==> src/rtl/tvl_cfg.svh <==
`ifndef TVL_CFG_SVH
`define TVL_CFG_SVH
// Link and frame format
`define TVL_LINE_MBPS 6400
`define TVL_FRAME_W 128
`define TVL_CAND_W 24
`define TVL_SLOTS 4
`define TVL_ID_W 12
`define TVL_HDR_WORD 16'hA5C3
`define TVL_HDR_LSB 112
`define TVL_SLOT0_LSB 88
`define TVL_TRL_PAD 4'h0
// Strip-chamber quality codes
`define TVL_Q_STRIP_BOTH 2'h3
`define TVL_Q_STRIP_ONE 2'h1
// Latency budget in crossings; crossing period in ns
`define TVL_BC_NS 25
`define TVL_MAX_LAT_NS 1025
`define TVL_MAX_LAT_BC (`TVL_MAX_LAT_NS / `TVL_BC_NS)
`define TVL_FIFO_DEPTH 8
// Register map, byte addresses
`define TVL_REG_CTRL 4'h0
`define TVL_REG_STAT 4'h4
`define TVL_REG_DROP 4'h8
`define TVL_REG_LATE 4'hC
`define TVL_CTRL_RST 1'h1
`define TVL_RESP_OK 2'h0
`define TVL_RESP_ERR 2'h2
// Receiver matching windows and momentum steps
`define TVL_AZ_WIN 6'h2
`define TVL_R_WIN 8'h4
`define TVL_ANG_WIN 5'h3
`define TVL_PT_SETS 10
`define TVL_PT_STEP 3
`endif

==> src/rtl/tvl_pkg.sv <==
package tvl_pkg;
  typedef struct packed {
    logic [1:0] strip_chamber_valid;
    logic [1:0] micro_pattern_valid;
    logic [4:0] angle;
    logic [5:0] azimuth;
    logic [7:0] radius;
    logic spare;
  } tvl_cand_s;

  typedef enum logic {TVL_TECH_STRIP, TVL_TECH_MICRO} tvl_tech_e;

  typedef struct packed {
    tvl_tech_e tech;
    logic both_quads;
    logic [1:0] micro_quality;
    logic [4:0] angle;
    logic [5:0] azimuth;
    logic [7:0] radius;
  } tvl_vec_s;

  typedef struct packed {
    logic [3:0] pt_code;
    logic [5:0] azimuth;
    logic [7:0] radius;
    logic [1:0] quality;
  } tvl_trk_s;
endpackage

==> src/rtl/tvl_link_if.sv <==
`timescale 1ns/1ps
`include "tvl_cfg.svh"
interface tvl_link_if (
  input wire logic clk,
  input wire logic sys_rst
);
  logic [`TVL_FRAME_W-1:0] frame;
  logic frame_valid;
  logic frame_ready;
  modport framer_mp (output frame, output frame_valid, input frame_ready);
  modport receiver_mp (input frame, input frame_valid, output frame_ready);
endinterface

==> src/rtl/tvl_framer.sv <==
// The register addresses and the AXI4-Lite register port were decided locally.
`timescale 1ns/1ps
`include "tvl_cfg.svh"
module tvl_framer (
  input wire logic clk,
  input wire logic sys_rst,
  input wire logic loc_valid,
  output logic loc_ready,
  input wire tvl_pkg::tvl_vec_s loc_vec,
  output logic bp_tx_valid,
  output tvl_pkg::tvl_vec_s bp_tx_vec,
  input wire logic bp_rx_valid,
  input wire tvl_pkg::tvl_vec_s bp_rx_vec,
  input wire logic bc_tick,
  input wire logic [`TVL_ID_W-1:0] bc_id,
  input wire logic [`TVL_ID_W-1:0] bc_now,
  tvl_link_if.framer_mp link,
  input wire logic [3:0] s_axi_awaddr,
  input wire logic s_axi_awvalid,
  output logic s_axi_awready,
  input wire logic [31:0] s_axi_wdata,
  input wire logic [3:0] s_axi_wstrb,
  input wire logic s_axi_wvalid,
  output logic s_axi_wready,
  output logic [1:0] s_axi_bresp,
  output logic s_axi_bvalid,
  input wire logic s_axi_bready,
  input wire logic [3:0] s_axi_araddr,
  input wire logic s_axi_arvalid,
  output logic s_axi_arready,
  output logic [31:0] s_axi_rdata,
  output logic [1:0] s_axi_rresp,
  output logic s_axi_rvalid,
  input wire logic s_axi_rready
);
  import tvl_pkg::*;
  localparam int NS = `TVL_SLOTS;

  // Strip quality from quad count; micro quality passes through
  function automatic tvl_cand_s to_cand(tvl_vec_s v);
    tvl_cand_s c;
    c = '0;
    if (v.tech == TVL_TECH_STRIP)
      c.strip_chamber_valid = v.both_quads ? `TVL_Q_STRIP_BOTH : `TVL_Q_STRIP_ONE;
    else
      c.micro_pattern_valid = v.micro_quality;
    c.angle = v.angle;
    c.azimuth = v.azimuth;
    c.radius = v.radius;
    // A vector with no quality is dropped rather than sent as a bare slot
    if (c.strip_chamber_valid == 2'h0 && c.micro_pattern_valid == 2'h0)
      c = '0;
    return c;
  endfunction

  // Whole candidate word is the sort key: valid fields dominate, and the
  // rest breaks ties, so arrival order never changes the kept set.
  function automatic logic [NS*`TVL_CAND_W-1:0] insert(logic [NS*`TVL_CAND_W-1:0] s,
                                                        tvl_cand_s c);
    logic [NS*`TVL_CAND_W-1:0] r;
    logic [`TVL_CAND_W-1:0] cur, prev;
    r = s;
    prev = '1;
    // Top slot holds the best candidate, so slot0 leads the frame
    for (int i = NS - 1; i >= 0; i--)
    begin
      cur = s[i*`TVL_CAND_W +: `TVL_CAND_W];
      if (c > cur)
        r[i*`TVL_CAND_W +: `TVL_CAND_W] = (c <= prev) ? c : prev;
      prev = cur;
    end
    return r;
  endfunction

  logic [NS*`TVL_CAND_W-1:0] slots_q, slots_d;
  logic [`TVL_FRAME_W-1:0] tx_q;
  logic tx_valid_q, bp_tx_valid_q, enable_q;
  tvl_vec_s bp_tx_vec_q;
  logic [15:0] sent_q, drop_q, late_q;
  logic aw_got_q, w_got_q, awready_q, wready_q, bvalid_q, arready_q, rvalid_q;
  logic [3:0] awaddr_q;
  logic [31:0] wdata_q, rdata_q;
  logic [3:0] wstrb_q;
  logic [1:0] bresp_q, rresp_q;

  wire fifo_in_ready, fifo_out_valid;
  wire [`TVL_FRAME_W-1:0] fifo_out_data;
  wire take_loc = loc_valid && fifo_in_ready && enable_q;
  // Backplane partner cannot be stalled; its vectors are merged whenever enable_q is set
  wire take_rx = bp_rx_valid && enable_q;
  wire [NS*`TVL_CAND_W-1:0] base = bc_tick ? '0 : slots_q;
  wire [NS*`TVL_CAND_W-1:0] step1 = take_loc ? insert(base, to_cand(loc_vec)) : base;
  assign slots_d = take_rx ? insert(step1, to_cand(bp_rx_vec)) : step1;
  wire [`TVL_FRAME_W-1:0] frame_new = {`TVL_HDR_WORD, slots_q,
                                       `TVL_TRL_PAD, bc_id};
  wire push_frame = bc_tick && fifo_in_ready;
  wire tx_load = !tx_valid_q || link.frame_ready;
  wire tx_fire = tx_valid_q && link.frame_ready;
  wire [`TVL_ID_W-1:0] age = bc_now - tx_q[`TVL_ID_W-1:0];
  wire late_evt = tx_fire && (age > `TVL_ID_W'(`TVL_MAX_LAT_BC));

  tvl_fifo #(.WIDTH(`TVL_FRAME_W), .DEPTH(`TVL_FIFO_DEPTH)) u_fifo (
    .clk(clk),
    .sys_rst(sys_rst),
    .in_valid(bc_tick),
    .in_ready(fifo_in_ready),
    .in_data(frame_new),
    .out_valid(fifo_out_valid),
    .out_ready(tx_load),
    .out_data(fifo_out_data)
  );

  // Register bus decode
  wire aw_fire = s_axi_awvalid && awready_q;
  wire w_fire = s_axi_wvalid && wready_q;
  wire aw_have = aw_got_q || aw_fire;
  wire w_have = w_got_q || w_fire;
  wire [3:0] wa = aw_got_q ? awaddr_q : s_axi_awaddr;
  wire [31:0] wd = w_got_q ? wdata_q : s_axi_wdata;
  wire [3:0] ws = w_got_q ? wstrb_q : s_axi_wstrb;
  wire wr_do = aw_have && w_have && !bvalid_q;
  wire wr_ctrl = wr_do && wa == `TVL_REG_CTRL && ws[0];
  wire cnt_clr = wr_ctrl && wd[1];
  wire ar_fire = s_axi_arvalid && arready_q;
  wire rd_hit = s_axi_araddr == `TVL_REG_CTRL || s_axi_araddr == `TVL_REG_STAT ||
                s_axi_araddr == `TVL_REG_DROP || s_axi_araddr == `TVL_REG_LATE;
  wire [31:0] rd_mux = (s_axi_araddr == `TVL_REG_CTRL) ? {31'h0, enable_q} :
                       (s_axi_araddr == `TVL_REG_STAT) ? {15'h0, tx_valid_q, sent_q} :
                       (s_axi_araddr == `TVL_REG_DROP) ? {16'h0, drop_q} :
                       (s_axi_araddr == `TVL_REG_LATE) ? {16'h0, late_q} : 32'h0;

  always_ff @(posedge clk)
  begin
    if (sys_rst)
    begin
      slots_q <= '0;
      tx_q <= '0;
      tx_valid_q <= 1'b0;
      bp_tx_valid_q <= 1'b0;
      bp_tx_vec_q <= '0;
      enable_q <= `TVL_CTRL_RST;
    end
    else
    begin
      slots_q <= slots_d;
      if (tx_load)
      begin
        tx_valid_q <= fifo_out_valid;
        tx_q <= fifo_out_data;
      end
      bp_tx_valid_q <= take_loc;
      bp_tx_vec_q <= loc_vec;
      if (wr_ctrl)
        enable_q <= wd[0];
    end
  end

  // Counters: an event in the clearing cycle still counts
  always_ff @(posedge clk)
  begin
    if (sys_rst)
    begin
      sent_q <= '0;
      drop_q <= '0;
      late_q <= '0;
    end
    else
    begin
      sent_q <= (cnt_clr ? 16'h0 : sent_q) + 16'(tx_fire);
      drop_q <= (cnt_clr ? 16'h0 : drop_q) + 16'(bc_tick && !push_frame);
      late_q <= (cnt_clr ? 16'h0 : late_q) + 16'(late_evt);
    end
  end

  always_ff @(posedge clk)
  begin
    if (sys_rst)
    begin
      aw_got_q <= 1'b0;
      w_got_q <= 1'b0;
      awready_q <= 1'b0;
      wready_q <= 1'b0;
      bvalid_q <= 1'b0;
      bresp_q <= `TVL_RESP_OK;
      awaddr_q <= '0;
      wdata_q <= '0;
      wstrb_q <= '0;
      arready_q <= 1'b0;
      rvalid_q <= 1'b0;
      rdata_q <= '0;
      rresp_q <= `TVL_RESP_OK;
    end
    else
    begin
      aw_got_q <= aw_have && !wr_do;
      w_got_q <= w_have && !wr_do;
      awready_q <= !(aw_have && !wr_do);
      wready_q <= !(w_have && !wr_do);
      if (aw_fire)
        awaddr_q <= s_axi_awaddr;
      if (w_fire)
      begin
        wdata_q <= s_axi_wdata;
        wstrb_q <= s_axi_wstrb;
      end
      if (wr_do)
        bresp_q <= (wa == `TVL_REG_CTRL) ? `TVL_RESP_OK : `TVL_RESP_ERR;
      bvalid_q <= wr_do || (bvalid_q && !s_axi_bready);
      rvalid_q <= ar_fire || (rvalid_q && !s_axi_rready);
      arready_q <= !(ar_fire || (rvalid_q && !s_axi_rready));
      if (ar_fire)
      begin
        rdata_q <= rd_mux;
        rresp_q <= rd_hit ? `TVL_RESP_OK : `TVL_RESP_ERR;
      end
    end
  end

  assign loc_ready = fifo_in_ready;
  assign link.frame = tx_q;
  assign link.frame_valid = tx_valid_q;
  assign bp_tx_valid = bp_tx_valid_q;
  assign bp_tx_vec = bp_tx_vec_q;
  assign s_axi_awready = awready_q;
  assign s_axi_wready = wready_q;
  assign s_axi_bvalid = bvalid_q;
  assign s_axi_bresp = bresp_q;
  assign s_axi_arready = arready_q;
  assign s_axi_rvalid = rvalid_q;
  assign s_axi_rdata = rdata_q;
  assign s_axi_rresp = rresp_q;
endmodule

==> src/rtl/tvl_receiver.sv <==
`timescale 1ns/1ps
`include "tvl_cfg.svh"
module tvl_fifo #(
  parameter int WIDTH = `TVL_FRAME_W,
  parameter int DEPTH = `TVL_FIFO_DEPTH
) (
  input wire logic clk,
  input wire logic sys_rst,
  input wire logic in_valid,
  output logic in_ready,
  input wire logic [WIDTH-1:0] in_data,
  output logic out_valid,
  input wire logic out_ready,
  output logic [WIDTH-1:0] out_data
);
  // Depth must be a power of two for the wrap bit scheme
  localparam int AW = $clog2(DEPTH);
  logic [WIDTH-1:0] mem_q [DEPTH];
  logic [AW:0] wr_q, rd_q;
  wire full = (wr_q[AW] != rd_q[AW]) && (wr_q[AW-1:0] == rd_q[AW-1:0]);
  wire empty = (wr_q == rd_q);
  wire push = in_valid && !full;
  wire pop = out_ready && !empty;
  assign in_ready = !full;
  assign out_valid = !empty;
  assign out_data = mem_q[rd_q[AW-1:0]];

  always_ff @(posedge clk)
  begin
    if (push)
      mem_q[wr_q[AW-1:0]] <= in_data;
  end

  always_ff @(posedge clk)
  begin
    if (sys_rst)
    begin
      wr_q <= '0;
      rd_q <= '0;
    end
    else
    begin
      wr_q <= wr_q + (AW+1)'(push);
      rd_q <= rd_q + (AW+1)'(pop);
    end
  end
endmodule


==> src/flat_wrapper.sv <==
// flat-port wrapper written by rule: the top's interface ports become plain ports
module tvl_framer_flat import tvl_pkg::*;
  (clk, sys_rst, loc_valid, loc_ready, loc_vec, bp_tx_valid, bp_tx_vec, bp_rx_valid, bp_rx_vec, bc_tick, bc_id, bc_now, s_axi_awaddr, s_axi_awvalid, s_axi_awready, s_axi_wdata, s_axi_wstrb, s_axi_wvalid, s_axi_wready, s_axi_bresp, s_axi_bvalid, s_axi_bready, s_axi_araddr, s_axi_arvalid, s_axi_arready, s_axi_rdata, s_axi_rresp, s_axi_rvalid, s_axi_rready, link_frame, link_frame_valid, link_frame_ready);
  tvl_link_if link_i (.clk(clk), .sys_rst(sys_rst));
  input wire logic clk;
  input wire logic sys_rst;
  input wire logic loc_valid;
  output logic loc_ready;
  input wire tvl_pkg::tvl_vec_s loc_vec;
  output logic bp_tx_valid;
  output tvl_pkg::tvl_vec_s bp_tx_vec;
  input wire logic bp_rx_valid;
  input wire tvl_pkg::tvl_vec_s bp_rx_vec;
  input wire logic bc_tick;
  input wire logic [`TVL_ID_W-1:0] bc_id;
  input wire logic [`TVL_ID_W-1:0] bc_now;
  input wire logic [3:0] s_axi_awaddr;
  input wire logic s_axi_awvalid;
  output logic s_axi_awready;
  input wire logic [31:0] s_axi_wdata;
  input wire logic [3:0] s_axi_wstrb;
  input wire logic s_axi_wvalid;
  output logic s_axi_wready;
  output logic [1:0] s_axi_bresp;
  output logic s_axi_bvalid;
  input wire logic s_axi_bready;
  input wire logic [3:0] s_axi_araddr;
  input wire logic s_axi_arvalid;
  output logic s_axi_arready;
  output logic [31:0] s_axi_rdata;
  output logic [1:0] s_axi_rresp;
  output logic s_axi_rvalid;
  input wire logic s_axi_rready;
  output wire logic [$bits(link_i.frame)-1:0] link_frame;
  output wire logic [$bits(link_i.frame_valid)-1:0] link_frame_valid;
  input wire logic [$bits(link_i.frame_ready)-1:0] link_frame_ready;
  assign link_frame = link_i.frame;
  assign link_frame_valid = link_i.frame_valid;
  assign link_i.frame_ready = link_frame_ready;
  tvl_framer u_core (.clk(clk), .sys_rst(sys_rst), .loc_valid(loc_valid), .loc_ready(loc_ready), .loc_vec(loc_vec), .bp_tx_valid(bp_tx_valid), .bp_tx_vec(bp_tx_vec), .bp_rx_valid(bp_rx_valid), .bp_rx_vec(bp_rx_vec), .bc_tick(bc_tick), .bc_id(bc_id), .bc_now(bc_now), .link(link_i), .s_axi_awaddr(s_axi_awaddr), .s_axi_awvalid(s_axi_awvalid), .s_axi_awready(s_axi_awready), .s_axi_wdata(s_axi_wdata), .s_axi_wstrb(s_axi_wstrb), .s_axi_wvalid(s_axi_wvalid), .s_axi_wready(s_axi_wready), .s_axi_bresp(s_axi_bresp), .s_axi_bvalid(s_axi_bvalid), .s_axi_bready(s_axi_bready), .s_axi_araddr(s_axi_araddr), .s_axi_arvalid(s_axi_arvalid), .s_axi_arready(s_axi_arready), .s_axi_rdata(s_axi_rdata), .s_axi_rresp(s_axi_rresp), .s_axi_rvalid(s_axi_rvalid), .s_axi_rready(s_axi_rready));
endmodule
==> config.mk <==
export PLATFORM = sky130hd
export DESIGN_NAME = tvl_framer_flat
export DESIGN_NICKNAME = d
export VERILOG_FILES = /design/src/rtl/tvl_pkg.sv /design/src/rtl/tvl_link_if.sv /design/src/rtl/tvl_framer.sv /design/src/rtl/tvl_receiver.sv /design/src/flat_wrapper.sv
export VERILOG_INCLUDE_DIRS = /design/src /design/src/rtl
export SDC_FILE = /design/constraint.sdc
export NUM_CORES = 2
export LEC_CHECK = 0
export BUFFER_PORTS_ARGS = -buffer_cell sky130_fd_sc_hd__buf_2
export CORE_MARGIN = 4
export CORE_UTILIZATION = 30
export DETAILED_ROUTE_END_ITERATION = 10
export PLACE_DENSITY = 0.55
export SLEW_MARGIN = 20
export SYNTH_ARGS = -nofsm -noshare
export SYNTH_HDL_FRONTEND = slang
export SYNTH_SLANG_ARGS = --single-unit
==> constraint.sdc <==
create_clock -name clk -period 9 [get_ports clk]
set_clock_uncertainty 0.15 [all_clocks]
set_input_delay 0.45 -clock clk [delete_from_list [all_inputs] [get_ports clk]]
set_output_delay 0.45 -clock clk [all_outputs]
set_load 0.02 [all_outputs]
======== Word-level counts from Yosys, hierarchy flattened ========
Memory sizes are Yosys's and may differ from the RTL's. A register that Yosys moved wholly into a read port is not among the register bits.
Index checks and enable logic that the tools add are counted.
word-level totals
  bits in registers ....................... 356
  RAM bits ................................ 864
  bits of input ports ..................... 125
  output and inout port bits .............. 195
  logic and storage cells ................. 148
  memories ................................ 1
memories
  memory               words  bits a word  rd ports  clocked after memory_dff  wr ports  RTL line            text
  u_core.u_fifo.mem_q  8      108          1         1                         1         tvl_receiver.sv:18  logic [WIDTH-1:0] mem_q [DEPTH];
operators by class
  add/sub/neg operators ................... 6
  $lt $le $gt $ge ......................... 17
  equal/unequal tests ..................... 6
  multiplexer cells ....................... 41
  reductions and logical operators ........ 48
operators by type and width
  kind                  number
  $mux 24               18
  $mux 96               3
  $gt 24x24->1          8
  $le 24x24->1          6
  $mux 32               3
  $mux 16               4
  $add 16x1->16         3
  $le 24x24->1 const B  2
  $logic_and 1x1->1     23
  $mux 2                9
  $gt 12x6->1 const B   1
  $sub 12x12->12        1
  $logic_not 1->1       11
  $add 4x1->4           2
  $eq 4x4->1 const B    2
  $logic_not 2->1       4
  $logic_not 4->1       2
  $logic_or 1x1->1      8
  $eq 4x3->1 const B    1
  $eq 4x4->1            1
  $mux 4                1
  $eq 3x3->1            1
  $mux 1                3
  $ne 1x1->1            1

======== Longest topological paths before layout ========
  word-level depth ........................ 13
  depth in mapped cells ................... 31
  mapped depth without buffers ............ 22

======== Modules after synthesis ========
A second synthesis with hierarchy kept.
unflattened totals
  cell total of the unflattened synthesis .. 4127
  area, all modules ....................... 58861.5 um^2
by module, submodules not included
  module      times used  cells each  area an instance (um^2)  seq. area each (um^2)
  tvl_fifo    1           1530        38873.5                  30909.6
  tvl_framer  1           2597        19987.9                  6626.4

======== Least setup slack after synthesis ========
Ideal clock, no wire load.
  path type ............................... input to register
  start point ............................. input bc_tick
  end point ............................... memory u_core.u_fifo.mem_q[0][0] (netlist name), enable pin
  setup time .............................. 707 ps
  arrival ................................. 8599 ps
  data required time ...................... 8143 ps
  setup slack ............................. -456 ps
  cell stages on the path ................. 5
  buffers on the path ..................... 2
  cell sequence ........................... clkbuf_1 -> clkbuf_1 -> and2_1 -> nand2b_1 -> nor3_1
on the way
  longest elaborated chain between the ends .. 3
ends and longest elaborated chain
  element                       RTL line            text
  from (decl)                   flat_wrapper.sv:14  input wire logic bc_tick;
  $logic_and 1x1->1             tvl_receiver.sv:22  wire push = in_valid && !full;
  $mux 1                        tvl_receiver.sv:30  if (push)
  $mux 1 (not written as such)  tvl_receiver.sv:31  mem_q[wr_q[AW-1:0]] <= in_data;
  to (decl)                     tvl_receiver.sv:18
Every way passes these cells.

======== Final worst setup path ========
  start point ............................. input loc_vec[22] (netlist name)
  end point ............................... register u_core.slots_q[46]
on the way
  longest elaborated chain between the ends .. 12
  elaborated cells between the ends (all ways) .. 20
  those cells by class .................... order compare (6); mux (11); reduce/logical (3)
ends and longest elaborated chain
  element               RTL line           text
  from (decl)           flat_wrapper.sv:9  input wire tvl_pkg::tvl_vec_s loc_vec;
  $mux 2                tvl_framer.sv:43   if (v.tech == TVL_TECH_STRIP)
  $logic_not 2->1       tvl_framer.sv:51   if (c.strip_chamber_valid == 2'h0 && c.micro_pattern_valid == 2'h0)
  $logic_and 1x1->1     tvl_framer.sv:51
  $mux 24 (*)           tvl_framer.sv:51
  $le 24x24->1          tvl_framer.sv:69   r[i*`TVL_CAND_W +: `TVL_CAND_W] = (c <= prev) ? c : prev;
  $mux 24               tvl_framer.sv:69
  $mux 24               tvl_framer.sv:68   if (c > cur)
  $mux 96 (*)           tvl_framer.sv:92   wire [NS*`TVL_CAND_W-1:0] step1 = take_loc ? insert(base, to_cand(loc_vec)) : base;
  $le 24x24->1          tvl_framer.sv:69
  $mux 24               tvl_framer.sv:69
  $mux 24               tvl_framer.sv:68
  $mux 96 (*)           tvl_framer.sv:93   assign slots_d = take_rx ? insert(step1, to_cand(bp_rx_vec)) : step1;
  to (signal assigned)  tvl_framer.sv:145  slots_q <= slots_d;
  to (decl)             tvl_framer.sv:75   logic [NS*`TVL_CAND_W-1:0] slots_q, slots_d;
Mark *: on every way between the ends. The rest lies on a longest branch, timed or not.
A chain may end at the register's enable or synchronous reset.

==> summary.txt <==
Routing
  – Vias per cell: between 4 and 5
  – Aggregate routed wire length: 145300 µm
  – DRT antenna net count: 0
  – Wire length per cell after detailed routing: roughly 23 µm
  – Detailed-routing iteration count for the pre-antenna-repair pass: 6
  – Via count: 31800
  – Detailed router's first-iteration violation count: 2468
  – Post-route DRC: 0

Synthesis
  – Post-synthesis cell type count: 81
  – Number of synthesis warnings: 0
  – Predominant post-synthesis flop cell: edfxtp_1
  – Share of Yosys cell area claimed by the top area cell type: 0.4978
  – Number of synthesized register bits: between 1000 and 1500
  – Count of flip-flops with a built-in enable after synthesis: between 800 and 900
  – Cells taking the most area after synthesis: edfxtp_1 50%, dfxtp_1 12%, mux4_2 9.3%
  – Number of cells produced by synthesis: 3700
  – Synthesized cell area: 52120 µm²
  – Post-synthesis async set-or-reset flop share: 0
  – Cell type contributing the most total cell area after synthesis: edfxtp_1
  – Synthesized area per cell: 14.09 µm²
  – Share of the yosys chip area belonging to registers: 0.6207

Critical path
  – Capturing element type of the critical path: register
  – Family of cells with the greatest summed delay on the critical path: simple AND/OR/NAND/NOR gates
  – Data arrival, critical path: 8.24 ns
  – R2r worst-path depth: 22
  – Reg2reg start: u_core.slots_q[88]
  – Master of the slowest instance on the critical path: o31a_1
  – Launching element type of the critical path: input port
  – Maximum cell stage delay along the critical path: 0.95 ns
  – Worst setup path startpoint: loc_vec[22]
  – Crit Path Class: in -> reg
  – CP max FO: 22
  – Cell count along the critical path: 26
  – Worst Path Required: approximately 9.5 ns
  – Buffering stage count on the worst path with inverters included: 6

Finish
  – Net total in the final layout: 4321
  – Commonest cells after routing, fill and taps aside: 864 x edfxtp_1, 317 x dfxtp_1, 288 x nor2_1
  – Area overhead of the layout relative to synthesis: 16.94%
  – Most common cell after layout, fill and taps aside: edfxtp_1
  – Share of final-layout standard cells stronger than drive strength 1: 0.1905
  – Fin area: 60950 µm²

Place
  – Dpl cell area: between 50000 and 60000 µm²
  – DP HPWL: 91470 µm
  – Gpl congestion: 0.8642
  – Quantity of I/O buffers inserted on ports: 257
  – Pre-CTS setup slack: 1.127 ns

Clock network
  – Cell chosen for the clock root: clkbuf_16
  – # H-tree levels: 4
  – Deepest clock path buffer count: 3
  – Worst skew pair latency: 0.77 ns
  – Sink count of the clock tree: 1184
  – Clk slew on worst S/H paths: ~0.06 ns
  – Total clock buffers created by CTS: 135
  – TritonCTS clock tree: built
  – Post-CTS resize count: 0

Power and ir drop
  – Share of total power consumed by net switching: 0.2905
  – Leakage power: about 0.022 µW
  – Total power: approximately 15000 µW
  – Net switching power: 4377 µW
  – Portion of total power attributed to the clock network: 0.354
  – Portion of total power attributed to sequential cells: 0.447
  – Combinational Power Share: 0.199
  – Pwr per Cell Area: 247.2 nW/µm²
  – Internal power consumption: between 10000 and 15000 µW
  – Worst-case vdd ir drop: roughly 0.00021 V

STA
  – Total negative setup slack: 0 ns
  – Final number of max-transition violations: 0
  – Number of hold violations in the final report: 0
  – Crit share post-route: 0.8578
  – Minimum setup slack in the final design: 1.279 ns
  – Final count of negative-setup-slack endpoints: 0
  – Period minus WS final: 7.721 ns
  – Least-Margin Pin Slew: between 1 and 1.5 ns
  – Fmax: ~0.13 GHz
  – Unrepaired setup endpoints after global routing: no
  – Slew margin rel.: 0.2016

GRT
  – Vias in the first global route: 32380
  – GRT Total Usage: 0.1582
  – Pin count of the biggest net entering global routing: 134
  – GRT overflow: 0
  – Antenna violations before repair: 19
  – First-pass GRT wire length: 212200 µm

Die
  – Die area: around 180000 µm²
  – Die Y-Extent: roughly 420 µm
  – Standard-cell rows: about 150
  – Effective utilization at floorplan: 0.3028
  – Width of the die: 424.8 µm
  – Core Region: 172100 µm²
  – Number of top-level pins: 320

Status
  – Status: completed

Hold path
  – Launch point of the worst hold path: loc_vec[0]
  – Hold Path Stages: 3
  – Path type of the worst min-delay path: in -> reg

Flow run
  – Total of max-cap violations: 0
-- path summary, 6_finish.rpt --
path / endpoint / slack (ns)
worst max register to register: u_core.slots_q[46] / 1.84
worst max-delay path: u_core.slots_q[46] / 1.28
worst min-delay path: u_core.bp_tx_vec[0] / 0.10
worst min register to register: u_core.s_axi_rdata[6] / 0.33
-- cell usage after synthesis, drive strengths merged, types with 9 or more instances --
cell type / instances
mux4: 216
dfxtp: 320
xnor2: 14
nor3: 30
a21o: 36
nand3: 68
o21ai: 89
nand4: 41
nor2: 296
and3: 24
ha: 200
nor2b: 67
nand2: 212
edfxtp: 864
or3: 9
buf: 110
a22oi: 25
clkbuf: 144
o22ai: 28
xor2: 32
mux2: 28
a21oi: 129
nand2b: 35
and2: 33
mux2i: 233
inv: 126
a211oi: 175
-- worst min-delay path: cells and delay by family --
family | cells | cell delay (ns)
simple gates | 1 | 0.09
buf+inv | 2 | 0.39
-- sequential cells by signal, indices dropped and copies added (netlist names), 2 cells and up --
| register | flops |
|---|---|
| u_core.awaddr_q | 4 |
| u_core.bp_tx_vec | 23 |
| u_core.drop_q | 16 |
| u_core.late_q | 16 |
| u_core.link.frame | 109 |
| u_core.s_axi_rdata | 17 |
| u_core.sent_q | 16 |
| u_core.slots_q | 96 |
| u_core.u_fifo.mem_q | 864 |
| u_core.u_fifo.rd_q | 4 |
| u_core.u_fifo.wr_q | 4 |
| u_core.wdata_q | 2 |
-- per-layer routing --
metal / vias to the layer above / share of wire / global-route usage
li1: 14690 / - / -
met1: 15880 / 0.42 / 0.2008
met2: 954 / 0.47 / 0.2610
met3: 268 / 0.061 / 0.03546
met4: 6 / 0.042 / 0.06606
met5: - / 0.00028 / 0
-- stage by stage --
stage / cells / hold WS [ns] / utilization
after floorplan: 3728 / 0.2860 / -
after global placement: 6100 / 0.2958 / 0.3252
after detailed placement: 6100 / 0.2973 / 0.3252
after CTS: 6414 / 0.05633 / 0.3539
after global routing: 6416 / 0.05484 / 0.3540
final: 6424 / 0.1007 / 0.3542
-- layout make-up --
class                   count  area (µm²)
diodes                      9       22.52
clock buffers             182        3670
clock inverters            65       606.8
fillers                 16590      111200
inverters                 127       476.7
multi-input cells        2163       18360
flip-flops and latches   1184       32360
well taps                2310        2890
repair buffers            384        2571
-- power by group through the flow --
stage	Combinational (µW)	Sequential (µW)	Clock, µW
final	3000	6730	5340
after global routing	3280	6790	5720
after CTS	3060	6740	5500
after detailed placement	3020	6860	0
after global placement	3020	6840	0
after floorplan	2000	6810	0
-- kinds of logic after synthesis --
kind of cell             count (synthesis)  synth area share
AO/OA/AOI/OAI                          558           0.07086
other                                    1        0.00007194
XOR/XNOR                                46          0.007729
multiplexers                           477            0.1441
adder cells (fa/ha/maj)                202           0.04858
AND/OR/NAND/NOR                        851           0.07660
buffers and inverters                  381           0.03137
flip-flops                            1184            0.6207
-- what timing repair did --
action	4_1_cts	5_1_grt
endpoints found under the setup margin	0	0
endpoints found under the hold margin	161	0
hold buffers	67	0
setup buffers	0	0
Power figures use the tool's default switching activity.
